## src/logic/line_relay_map.svh

```systemverilog
// timing counts and code values for the line relay
`ifndef LINE_RELAY_MAP_SVH
`define LINE_RELAY_MAP_SVH
`define CLK_MHZ 125
`define HALF_BIT_NS 3000
`define HALF_BIT_CYC ((`HALF_BIT_NS * `CLK_MHZ) / 1000)
`define FULL_BIT_CYC (2 * `HALF_BIT_CYC)
`define JITTER_NS 480
`define JITTER_CYC ((`JITTER_NS * `CLK_MHZ) / 1000)
`define ERR_GAP_NS 12000
`define ERR_GAP_CYC ((`ERR_GAP_NS * `CLK_MHZ) / 1000)
`define GLITCH_NS 6000
`define GLITCH_CYC ((`GLITCH_NS * `CLK_MHZ + 999) / 1000)
`define TX_IDLE_NS 6000
`define TX_IDLE_CYC ((`TX_IDLE_NS * `CLK_MHZ) / 1000)
`define LB_STEP_NS 125
`define LB_MAX_CODE 15
`define LB_DEPTH ((`LB_MAX_CODE * `LB_STEP_NS * `CLK_MHZ) / 1000 + 1)
`define PF_RX_US 640
`define PF_RX_CYC (`PF_RX_US * `CLK_MHZ)
`define PF_ON_US 64
`define PF_ON_CYC (`PF_ON_US * `CLK_MHZ)
`define PF_HOLD_US 64
`define PF_HOLD_CYC (`PF_HOLD_US * `CLK_MHZ)
`define PF_OFF_US 96
`define PF_OFF_CYC (`PF_OFF_US * `CLK_MHZ)
`define PROFILE_M1_MAX 4'h4
`define PROFILE_REPEATER 4'h5
`endif

```

## src/logic/line_relay_pkg.sv

```systemverilog
// types shared by the line relay
package line_relay_pkg;
    typedef enum logic [1:0] {
        mode_off, mode_master1, mode_master2, mode_repeater
    } relay_mode_t;
    typedef enum logic [1:0] {rl_idle, rl_run, rl_break} relay_state_t;
    typedef enum logic [2:0] {
        pf_ok, pf_count, pf_rxsig, pf_hold, pf_release
    } pf_state_t;
endpackage

```

## src/logic/bus_phy_master_repeater_mode.sv

```systemverilog
// master and repeater mode line relay with power-fail filter
`timescale 1ns/1ps
`default_nettype none
`include "line_relay_map.svh"
module bus_phy_master_repeater_mode #(
    parameter logic [16:0] PF_RX_CYC = 17'(`PF_RX_CYC),
    parameter logic [16:0] PF_ON_CYC = 17'(`PF_ON_CYC),
    parameter logic [16:0] PF_HOLD_CYC = 17'(`PF_HOLD_CYC),
    parameter logic [16:0] PF_OFF_CYC = 17'(`PF_OFF_CYC)
) (
    input wire logic clk_i,
    input wire logic sys_rst_i,
    input wire logic external_reset_low_i,
    input wire logic master_mode_flag_i,
    input wire logic [3:0] slave_profile_code_i,
    input wire logic [3:0] loopback_delay_code_i,
    input wire logic tx_data_i,
    input wire logic line_rx_i,
    input wire logic line_positive_sense_i,
    output logic line_tx_o,
    output logic receiver_enable_o,
    output logic rx_data_o,
    output logic line_power_fail_out_o
);
    import line_relay_pkg::*;

    localparam logic [10:0] HALF_C = 11'(`HALF_BIT_CYC);
    localparam logic [10:0] FULL_C = 11'(`FULL_BIT_CYC);
    localparam logic [10:0] JIT_C = 11'(`JITTER_CYC);
    localparam logic [10:0] HALF_LO = 11'(`HALF_BIT_CYC - 2 * `JITTER_CYC);
    localparam logic [10:0] FULL_LO = 11'(`FULL_BIT_CYC - 2 * `JITTER_CYC);
    localparam logic [10:0] GAP_C = 11'(`ERR_GAP_CYC);
    localparam logic [9:0] GLT_C = 10'(`GLITCH_CYC);
    localparam logic [9:0] TXI_C = 10'(`TX_IDLE_CYC);

    function automatic relay_mode_t decode_mode(
        input logic flag,
        input logic [3:0] code
    );
        if (!flag)
            return mode_off;
        else if (code <= `PROFILE_M1_MAX)
            return mode_master1;
        else if (code == `PROFILE_REPEATER)
            return mode_repeater;
        else
            return mode_master2;
    endfunction

    logic ext_n_s1, ext_n_s2;
    logic rx_s1, rx_s2;
    logic tx_s1, tx_s2, tx_s3;
    logic ps_s1, ps_s2;
    logic rst;
    relay_mode_t mode;
    logic [3:0] lb_code;
    logic loopback;
    logic [9:0] tx_act_cnt;
    logic transmitting;
    logic rx_on;
    logic rx_gated;
    logic [3:0] code_eff;
    logic rx_del;
    logic rx_prev;
    logic in_edge;

    // pins are asynchronous: two flops each before use
    always_ff @(posedge clk_i)
    begin
        if (sys_rst_i)
        begin
            ext_n_s1 <= 1'b1;
            ext_n_s2 <= 1'b1;
            rx_s1 <= 1'b0;
            rx_s2 <= 1'b0;
            tx_s1 <= 1'b0;
            tx_s2 <= 1'b0;
            tx_s3 <= 1'b0;
            ps_s1 <= 1'b0;
            ps_s2 <= 1'b0;
        end
        else
        begin
            ext_n_s1 <= external_reset_low_i;
            ext_n_s2 <= ext_n_s1;
            rx_s1 <= line_rx_i;
            rx_s2 <= rx_s1;
            tx_s1 <= tx_data_i;
            tx_s2 <= tx_s1;
            tx_s3 <= tx_s2;
            ps_s1 <= line_positive_sense_i;
            ps_s2 <= ps_s1;
        end
    end

    assign rst = sys_rst_i | ~ext_n_s2;

    // mode is taken only while in reset, so the flag and codes must be
    // settled before release; later changes need another reset
    always_ff @(posedge clk_i)
    begin
        if (rst)
        begin
            mode <= decode_mode(master_mode_flag_i, slave_profile_code_i);
            lb_code <= loopback_delay_code_i;
        end
    end

    assign loopback = (mode == mode_master1) || (mode == mode_master2);

    // unregistered on purpose: the driver path must add no delay
    assign line_tx_o = tx_data_i;

    // transmit counts as active until one bit time passes without edges
    always_ff @(posedge clk_i)
    begin
        if (rst)
            tx_act_cnt <= 10'h000;
        else if (tx_s2 ^ tx_s3)
            tx_act_cnt <= TXI_C;
        else if (tx_act_cnt != 10'h000)
            tx_act_cnt <= tx_act_cnt - 10'h001;
    end

    assign transmitting = (tx_act_cnt != 10'h000) | (tx_s2 ^ tx_s3);
    assign rx_on = loopback | ~transmitting;
    assign rx_gated = rx_s2 & rx_on;
    assign code_eff = loopback ? lb_code : 4'h0;

    // base loopback time is set by the analog front end; only the
    // programmed extra and the small resync lag are added here
    loopback_delay_line u_delay (
        .clk_i(clk_i),
        .rst_i(rst),
        .code_i(code_eff),
        .din_i(rx_gated),
        .dout_o(rx_del)
    );

    always_ff @(posedge clk_i)
    begin
        if (rst)
            rx_prev <= 1'b0;
        else
            rx_prev <= rx_del;
    end

    assign in_edge = rx_del ^ rx_prev;

    relay_state_t rl_state, next_rl_state;
    logic [10:0] rl_cnt, next_rl_cnt;
    logic [10:0] tgt, next_tgt;
    logic pend, next_pend;
    logic rly, next_rly;
    logic in_half, in_full, bad;

    // output edges sit on a fixed grid lagging the input by the jitter
    // margin; an input edge must land in the window before its slot
    assign in_half = (rl_cnt >= HALF_LO) && (rl_cnt <= HALF_C);
    assign in_full = (rl_cnt >= FULL_LO) && (rl_cnt <= FULL_C);
    assign bad = in_edge ? (pend || !(in_half || in_full))
                         : (!pend && rl_cnt > FULL_C && rly);

    always_comb
    begin
        next_rl_state = rl_state;
        next_rl_cnt = rl_cnt + 11'h001;
        next_tgt = tgt;
        next_pend = pend;
        next_rly = rly;
        case (rl_state)
            rl_idle:
            begin
                next_rl_cnt = 11'h000;
                next_rly = 1'b0;
                if (in_edge)
                begin
                    next_rl_state = rl_run;
                    next_pend = 1'b1;
                    next_tgt = JIT_C;
                end
            end
            rl_run:
            begin
                if (bad)
                begin
                    next_rl_state = rl_break;
                    next_rl_cnt = 11'h000;
                    next_rly = 1'b0;
                    next_pend = 1'b0;
                end
                else
                begin
                    if (pend && rl_cnt == tgt)
                    begin
                        next_rly = !rly;
                        next_pend = 1'b0;
                        next_rl_cnt = 11'h001; // cycles since output edge
                    end
                    if (in_edge)
                    begin
                        next_pend = 1'b1;
                        next_tgt = in_half ? HALF_C : FULL_C;
                    end
                    else if (!pend && rl_cnt > FULL_C)
                        next_rl_state = rl_idle;
                end
            end
            rl_break:
            begin
                next_rly = 1'b0;
                next_pend = 1'b0;
                if (rl_cnt == GAP_C - 11'h001)
                begin
                    next_rl_state = rl_idle;
                    next_rl_cnt = 11'h000;
                end
            end
            default:
            begin
                next_rl_state = rl_idle;
                next_rl_cnt = 11'h000;
                next_pend = 1'b0;
                next_rly = 1'b0;
            end
        endcase
    end

    always_ff @(posedge clk_i)
    begin
        if (rst)
        begin
            rl_state <= rl_idle;
            rl_cnt <= 11'h000;
            tgt <= 11'h000;
            pend <= 1'b0;
            rly <= 1'b0;
        end
        else
        begin
            rl_state <= next_rl_state;
            rl_cnt <= next_rl_cnt;
            tgt <= next_tgt;
            pend <= next_pend;
            rly <= next_rly;
        end
    end

    logic pf_flt;
    logic [9:0] g_cnt;

    // a new comparator level is taken only after it stood 6 us
    always_ff @(posedge clk_i)
    begin
        if (rst)
        begin
            pf_flt <= 1'b0;
            g_cnt <= 10'h000;
        end
        else if (ps_s2 == pf_flt)
            g_cnt <= 10'h000;
        else if (g_cnt == GLT_C - 10'h001)
        begin
            pf_flt <= ps_s2;
            g_cnt <= 10'h000;
        end
        else
            g_cnt <= g_cnt + 10'h001;
    end

    pf_state_t pf_state, next_pf_state;
    logic [16:0] pf_cnt, next_pf_cnt;
    logic apf_on, pf_force;
    logic next_rx;

    always_comb
    begin
        next_pf_state = pf_state;
        next_pf_cnt = pf_cnt + 17'h00001;
        case (pf_state)
            pf_ok:
            begin
                next_pf_cnt = 17'h00000;
                if (pf_flt)
                    next_pf_state = pf_count;
            end
            pf_count:
            begin
                if (!pf_flt)
                begin
                    next_pf_state = pf_ok;
                    next_pf_cnt = 17'h00000;
                end
                else if (pf_cnt == PF_RX_CYC - 17'h00001)
                begin
                    next_pf_state = pf_rxsig;
                    next_pf_cnt = 17'h00000;
                end
            end
            pf_rxsig:
            begin
                if (!pf_flt)
                begin
                    next_pf_state = pf_ok;
                    next_pf_cnt = 17'h00000;
                end
                else if (pf_cnt == PF_ON_CYC - 17'h00001)
                begin
                    next_pf_state = pf_hold;
                    next_pf_cnt = 17'h00000;
                end
            end
            pf_hold:
            begin
                if (pf_cnt >= PF_HOLD_CYC - 17'h00001)
                begin
                    next_pf_cnt = pf_cnt;
                    if (!pf_flt)
                    begin
                        next_pf_state = pf_release;
                        next_pf_cnt = 17'h00000;
                    end
                end
            end
            pf_release:
            begin
                if (pf_flt)
                begin
                    next_pf_state = pf_hold;
                    next_pf_cnt = 17'h00000;
                end
                else if (pf_cnt == PF_OFF_CYC - 17'h00001)
                begin
                    next_pf_state = pf_ok;
                    next_pf_cnt = 17'h00000;
                end
            end
            default:
            begin
                next_pf_state = pf_ok;
                next_pf_cnt = 17'h00000;
            end
        endcase
    end

    always_ff @(posedge clk_i)
    begin
        if (rst)
        begin
            pf_state <= pf_ok;
            pf_cnt <= 17'h00000;
        end
        else
        begin
            pf_state <= next_pf_state;
            pf_cnt <= next_pf_cnt;
        end
    end

    assign apf_on = (mode != mode_off)
                    && (pf_state == pf_hold || pf_state == pf_release);
    assign pf_force = (mode == mode_master1)
                      && (pf_state == pf_rxsig || pf_state == pf_hold
                          || pf_state == pf_release);
    assign next_rx = (mode == mode_off) ? 1'b0
                   : pf_force ? 1'b1
                   : (mode == mode_repeater) ? !rly : rly;

    always_ff @(posedge clk_i)
    begin
        if (rst)
        begin
            rx_data_o <= 1'b0;
            receiver_enable_o <= 1'b1;
            line_power_fail_out_o <= 1'b0;
        end
        else
        begin
            rx_data_o <= next_rx;
            receiver_enable_o <= rx_on;
            line_power_fail_out_o <= apf_on;
        end
    end
endmodule
`default_nettype wire

```

## src/logic/loopback_delay_line.sv

```systemverilog
// programmable extra delay in the loopback receive path
`timescale 1ns/1ps
`default_nettype none
`include "line_relay_map.svh"
module loopback_delay_line #(
    parameter int DEPTH = `LB_DEPTH
) (
    input wire logic clk_i,
    input wire logic rst_i,
    input wire logic [3:0] code_i,
    input wire logic din_i,
    output logic dout_o
);
    logic [DEPTH-1:0] taps;
    logic [7:0] tap_n;

    // code times 125 ns, rounded to the nearest 8 ns cycle
    function automatic logic [7:0] tap_of(input logic [3:0] code);
        int prod;
        prod = int'(code) * `LB_STEP_NS * `CLK_MHZ;
        return 8'((prod + 500) / 1000);
    endfunction

    assign tap_n = tap_of(code_i);
    assign dout_o = (tap_n == 8'h00) ? din_i : taps[tap_n - 8'h01];

    always_ff @(posedge clk_i)
    begin
        if (rst_i)
            taps <= '0;
        else
            taps <= {taps[DEPTH-2:0], din_i};
    end
endmodule
`default_nettype wire

```

## config.mk

```make
export PLATFORM = sky130hd
export DESIGN_NAME = bus_phy_master_repeater_mode
export DESIGN_NICKNAME = d
export VERILOG_FILES = /design/src/logic/line_relay_pkg.sv /design/src/logic/bus_phy_master_repeater_mode.sv /design/src/logic/loopback_delay_line.sv
export VERILOG_INCLUDE_DIRS = /design/src /design/src/logic
export SDC_FILE = /design/constraint.sdc
export NUM_CORES = 1
export LEC_CHECK = 0
export ABC_CLOCK_PERIOD_IN_PS = 22200
export BUFFER_PORTS_ARGS = -buffer_cell sky130_fd_sc_hd__buf_2
export CAP_MARGIN = 40
export CORE_MARGIN = 2
export CORE_UTILIZATION = 35
export DETAILED_ROUTE_END_ITERATION = 7
export RECOVER_POWER = 25
export SETUP_SLACK_MARGIN = 0.2
export SYNTH_ARGS = -nofsm -noshare
export SYNTH_HDL_FRONTEND = slang
export SYNTH_SLANG_ARGS = --single-unit
```

## constraint.sdc

```tcl
create_clock -name clk_i -period 22.2 [get_ports clk_i]
set_input_delay 5.55 -clock clk_i [delete_from_list [all_inputs] [get_ports clk_i]]
set_output_delay 5.55 -clock clk_i [all_outputs]
set_load 0.05 [all_outputs]
```

# --- After elaboration in Yosys (flattened, before gate mapping) ---
# Index checks and enable logic that the tools add are counted.
op_classes:
  n_addsub: 6
  magnitude_cmp: 8
  n_eq_ne: 31
  reduce_logical: 34
  div: 1
  n_mul: 2
  n_mux: 50
  bitwise_logic: 11
op_table:
  columns: ["operator", "n"]
  rows:
  - ["$mux 17", 8]
  - ["$pmux 17 s4", 1]
  - ["$mux 11", 6]
  - ["$pmux 11 s2", 2]
  - ["$add 32x10->32 const B", 1]
  - ["$div 32x11->32 const B", 1]
  - ["$mul 32x8->32 const B", 1]
  - ["$mux 10", 3]
  - ["$mux 3", 9]
  - ["$ne 3x3->1 const B", 6]
  - ["$add 17x1->17 const B", 1]
  - ["$eq 17x13->1 const B", 1]
  - ["$eq 17x14->1 const B", 1]
  - ["$eq 17x17->1 const B", 1]
  - ["$ge 17x13->1 const B", 1]
  - ["$pmux 3 s5", 1]
  - ["$ne 2x2->1 const B", 7]
  - ["$add 11x1->11 const B", 1]
  - ["$eq 11x11->1", 1]
  - ["$eq 11x11->1 const B", 1]
  - ["$ge 11x10->1 const B", 1]
  - ["$ge 11x8->1 const B", 1]
  - ["$gt 11x10->1 const B", 1]
  - ["$le 11x10->1 const B", 1]
  - ["39 further kinds", 85]
totals:
  register_bits: 321
  output_inout_bits: 4
  elab_cells: 171

# --- Logic depth before layout (Yosys ltp) ---
logic_depth:
  ltp_word: 15
  depth_mapped: 81
  mapped_depth_nobuf: 68

# --- Modules after synthesis ---
# Synthesis repeated with hierarchy kept, for this count alone.
unflattened:
  hier_cells: 1823
  hier_area_um2: 17671.9
modules_own_cells:
  columns: ["mod", "cells_per_inst", "area_each_um2", "instances"]
  rows:
  - ["loopback_delay_line", 1358, 13645.6, 1]
  - ["bus_phy_master_repeater_mode", 465, 4026.4, 1]

# --- Least setup slack after synthesis ---
# No wires, ideal clock.
synth_timing:
  kind: "register -> register"
  start: "register mode[0]"
  end: "register rl_cnt[10]"
  path_stages_with_launch: 72
  path_slack_ns: 3.866
  arrival_time_ns: 18.255
  setup_time_ns: 0.079
  cell_sequence: "edfxtp_1 inv_1 ha_1 nand2_1 clkinv_1 fa_1 inv_1 fa_1 inv_1 ha_1 nor2b_1 o21ai_0 nand2b_1 nor2b_1 o21ai_0 nand2_1 xor2_1 ha_1 [36 not listed] buf_2 ha_1 clkbuf_1 inv_2 buf_1 clkbuf_1 clkbuf_1 clkbuf_1 mux4_2 nand3_1 a311oi_1 o31ai_1 o311a_1 nor3_2 xnor2_2 mux2i_2 a21oi_4 nor3_1"
synth_between:
  elab_chain_len: 15
  word_cells_on_any_way: 19
  classes_between: "add/sub: 2; mul: 2; div: 1; eq/ne: 2; mux: 7; bitwise: 3; reduce/logical: 2"
synth_rtl:
  columns: ["item", "line_no", "text"]
  rows:
  - ["start: declaration", "bus_phy_master_repeater_mode.sv:55", "relay_mode_t mode;"]
  - ["start signal: assignment", "bus_phy_master_repeater_mode.sv:104", "mode <= decode_mode(master_mode_flag_i, slave_profile_code_i);"]
  - ["$eq 2x1->1 / $eq 2x2->1 (equally long branches)", "bus_phy_master_repeater_mode.sv:109", "assign loopback = (mode == mode_master1) || (mode == mode_master2);"]
  - ["$logic_or 1x1->1 (*)", "bus_phy_master_repeater_mode.sv:109", null]
  - ["$mux 4", "bus_phy_master_repeater_mode.sv:128", "assign code_eff = loopback ? lb_code : 4'h0;"]
  - ["$mul 4x7->11 (no line)", null, null]
  - ["$mul 32x8->32 (no line)", null, null]
  - ["$add 32x10->32", "loopback_delay_line.sv:21", "return 8'((prod + 500) / 1000);"]
  - ["$div 32x11->32", "loopback_delay_line.sv:21", null]
  - ["$sub 8x1->8", "loopback_delay_line.sv:25", "assign dout_o = (tap_n == 8'h00) ? din_i : taps[tap_n - 8'h01];"]
  - ["$bmux 1 s8", "loopback_delay_line.sv:25", null]
  - ["$mux 1 (implied by the code)", "loopback_delay_line.sv:25", null]
  - ["$mux 1 (*)", "loopback_delay_line.sv:25", null]
  - ["$xor 1x1->1 (*)", "bus_phy_master_repeater_mode.sv:148", "assign in_edge = rx_del ^ rx_prev;"]
  - ["$mux 1 (*)", "bus_phy_master_repeater_mode.sv:161", "assign bad = in_edge ? (pend || !(in_half || in_full))"]
  - ["$mux 11 (*)", "bus_phy_master_repeater_mode.sv:185", "if (bad)"]
  - ["$pmux 11 s2 (*)", "bus_phy_master_repeater_mode.sv:171", "case (rl_state)"]
  - ["end signal: assignment", "bus_phy_master_repeater_mode.sv:242", "rl_cnt <= next_rl_cnt;"]
  - ["end: declaration", "bus_phy_master_repeater_mode.sv:151", "logic [10:0] rl_cnt, next_rl_cnt;"]
# Mark *: on every way between the ends. The rest lies on a longest branch, timed or not. The select of a mux whose other input is x is not followed.
# A chain may end at the register's enable or synchronous reset.

# --- Final worst setup path ---
layout_timing:
  start: "register mode[0]"
  end: "register rl_cnt[5]"
# The elaborated chain is that of the path after synthesis.

==> impl_metrics.py <==
metrics = {
    "outcome": {
        "status": "finished with violations",
        "failed_checks": "max-capacitance violations, max-slew violations",
    },
    "routing": {
        "drc": 0,
        "ant_nets": 0,
        "vias": 17000,
        "drt_iter0_drc": 1075,
        "drt_wl_total_um": 53400,
        "first_pass_iters": 7,
        "wl_per_cell_um": 17.4,
        "vias_per_cell": 5.54,
    },
    "grt": {
        "grt_pass1_vias": 16600,
        "antenna_found_initial": 0,
        "globalRouteTotalUtil": 0.177,
        "grt_max_degree": 101,
        "grt_pass1_wl_um": 87000,
        "grt-ovfl-total": 0,
    },
    "sta": {
        "fin_crit_sh": 0.931,
        "slew_headroom": -1.01,
        "rsz0062_at_grt": "false",
        "skew_ns": 0.0205,
        "period_needed_ns": 20.66,
        "hold_viol": 0,
        "tightestPinTransition_ns": 3.01,
        "max_freq_mhz": 48.4,
        "setup_violations": 0,
        "slew_violations": 87,
        "fin_tns_setup_ns": 0,
    },
    "clock_tree": {
        "path_clk_slew_ns": 0.06,
        "h-tree-depth": 2,
        "clock_path_buffers": 3,
        "cts_tree": "built",
        "cts-buffers-inserted": 36,
        "postCtsSetupRepairBufs": 0,
        "cts.sinks": 316,
        "cts-hold-fix-buffers": 0,
        "clockRootBuffer": "clkbuf_16",
        "clock_latency_ns": 0.56,
    },
    "floorplan": {
        "die-area_um2": 59100,
        "core_um2": 56500,
        "fp.dieH_um": 243,
        "rows": 87,
        "start_util": 0.354,
        "io_pins": 19,
        "fp.dieW_um": 243,
    },
    "logic_synthesis": {
        "synth_top_area_frac": 0.310,
        "yosys-top-cells-area": "dfxtp_1 (31%), and2_1 (7.9%), ha_1 (4.8%), fa_1 (3.8%), nand2_1 (3.8%)",
        "yosysSeqAreaShare": 0.319,
        "netlist_instances": 2327,
        "synth_cell_types": 125,
        "avgSynthCellArea_um2": 8.59,
        "synth_nets": 2456,
        "synth_enable_flop_cells": 6,
        "yosysTopAreaCell": "dfxtp_1",
        "syn_area_um2": 20000,
        "ys_async_sr_fraction": 0,
        "yosys_warnings": 0,
        "ys_ff_latch": 316,
        "ys.flop_type": "dfxtp_1",
    },
    "setup_path": {
        "slowest_delay_ns": 0.65,
        "slowest_stage": "xnor2_2",
        "crit_type": "reg -> reg",
        "worstPathRequired_ns": 22.66,
        "cp-end-kind": "register",
        "path_max_fanout": 31,
        "startpoint_type": "register",
        "arrival_ns": 21.12,
    },
    "final_layout": {
        "layout_common_cells": "dfxtp_1 (310), and2_1 (233), nand2_1 (202)",
        "fin_nets": 2416,
        "diodes": 0,
        "filler_cell_count": 5669,
        "final_common_cell": "dfxtp_1",
        "drive_gt1_frac": 0.0978,
        "register_area_um2": 6390,
        "areaGrowthSynthToFinish_pct": 9.74,
        "multiInputGateArea_um2": 12700,
    },
    "placed_design": {
        "portBuffers": 18,
        "globalplace.congestion": 0.919,
        "dp_hpwl_um": 38300,
    },
    "hold_path": {
        "hp-class": "reg -> reg",
    },
    "flow_run": {
        "cap_violations": 1,
    },
}
area by class of cell:
type / instances / share of cell area
multi-input cells: 1785 / 0.580
clock buffers: 54 / 0.0487
repair buffers: 49 / 0.0159
well taps: 756 / 0.0431
clock inverters: 9 / 0.00473
flip-flops and latches: 316 / 0.291
inverters: 99 / 0.0170
worst max-delay path, delay by kind of cell (launching register included):
family,cells,cell delay (ns)
adders and majority gates,10,4.38
xor gates and xnor gates,3,1.65
and+or+nand+nor,19,5.26
buffers and inverters,6,0.74
muxes,3,0.99
AOI/OAI and AO/OA,26,7.10
DFF,1,0.37
repair_timing:
item / in CTS / in global routing
hold endpoints to repair: 0 / 0
gates resized for setup: 0 / 1
endpoints found under the setup margin: 0 / 18
kinds of logic (layout without fill, tap and decap cells):
kind of cell,count (synthesis),count (layout),share of synthesized area
buf+inv,226,211,0.0468
simple gates,973,973,0.260
xor+xnor,80,80,0.0365
compound gates,551,551,0.199
mux,67,67,0.0525
fa+ha+maj,114,114,0.0856
flops,316,316,0.319
registers in the layout, indices dropped and copies added (netlist names), 2 cells and up:
signal and cells:
mode 2, lb_code 4, tx_act_cnt 10, tgt 6
pf_state 3, g_cnt 10, rl_state 2, u_delay.taps 235
rl_cnt 11, pf_cnt 17
worst paths after layout:
| check | startpoint | endpoint | slack [ns] | cells after the start |
|---|---|---|---|---|
| worst max-delay path | mode[0] | rl_cnt[5] | 1.54 | 67 |
| worst min-delay path | ext_n_s1 | ext_n_s2 | 0.41 | 1 |
| worst max register to register | mode[0] | rl_cnt[5] | 1.54 | 67 |
| worst min register to register | ext_n_s1 | ext_n_s2 | 0.41 | 1 |
routing by layer:
layer,routed length (um),track usage
met5,0,0
met3,2430,0.0243
met1,25100,0.241
met4,1170,0.0518
met2,24700,0.291
Yosys cell counts (13+ instances only):
cell / n
fa_1: 38
o31ai_1: 18
and2_1: 254
o21a_1: 14
nor4_1: 27
o21ai_0: 92
nand4_1: 24
a221oi_1: 14
or2_2: 14
xnor2_1: 44
buf_2: 17
o22ai_1: 18
and3_1: 33
ha_1: 76
nand2_1: 202
nand3_1: 70
nor3_1: 72
o21ai_1: 13
nor2b_1: 24
dfxtp_1: 310
a211oi_1: 26
inv_1: 95
clkbuf_1: 94
nor2_1: 154
xor2_1: 32
or3_1: 21
mux2i_1: 29
o211ai_1: 27
a21o_1: 19
a31oi_1: 28
mux4_2: 29
a21oi_1: 123
metrics by stage:
step | cells | utilization | setup slack (ns) | hold slack [ns] | instance area (um2)
2_1_floorplan | 2327 | - | 3.87 | 0.389 | 20000
3_3_place_gp | 2999 | 0.367 | 2.21 | 0.393 | 20700
3_5_place_dp | 3005 | 0.368 | 1.52 | 0.395 | 20800
4_1_cts | 3068 | 0.389 | 1.42 | 0.408 | 22000
5_1_grt | 3068 | 0.389 | 0.215 | 0.418 | 21900
6_report | 3068 | 0.389 | 1.54 | 0.407 | 21900
Power is not shown: default switching activity piles up to over one toggle a cycle in this logic, so the estimate is an artifact.
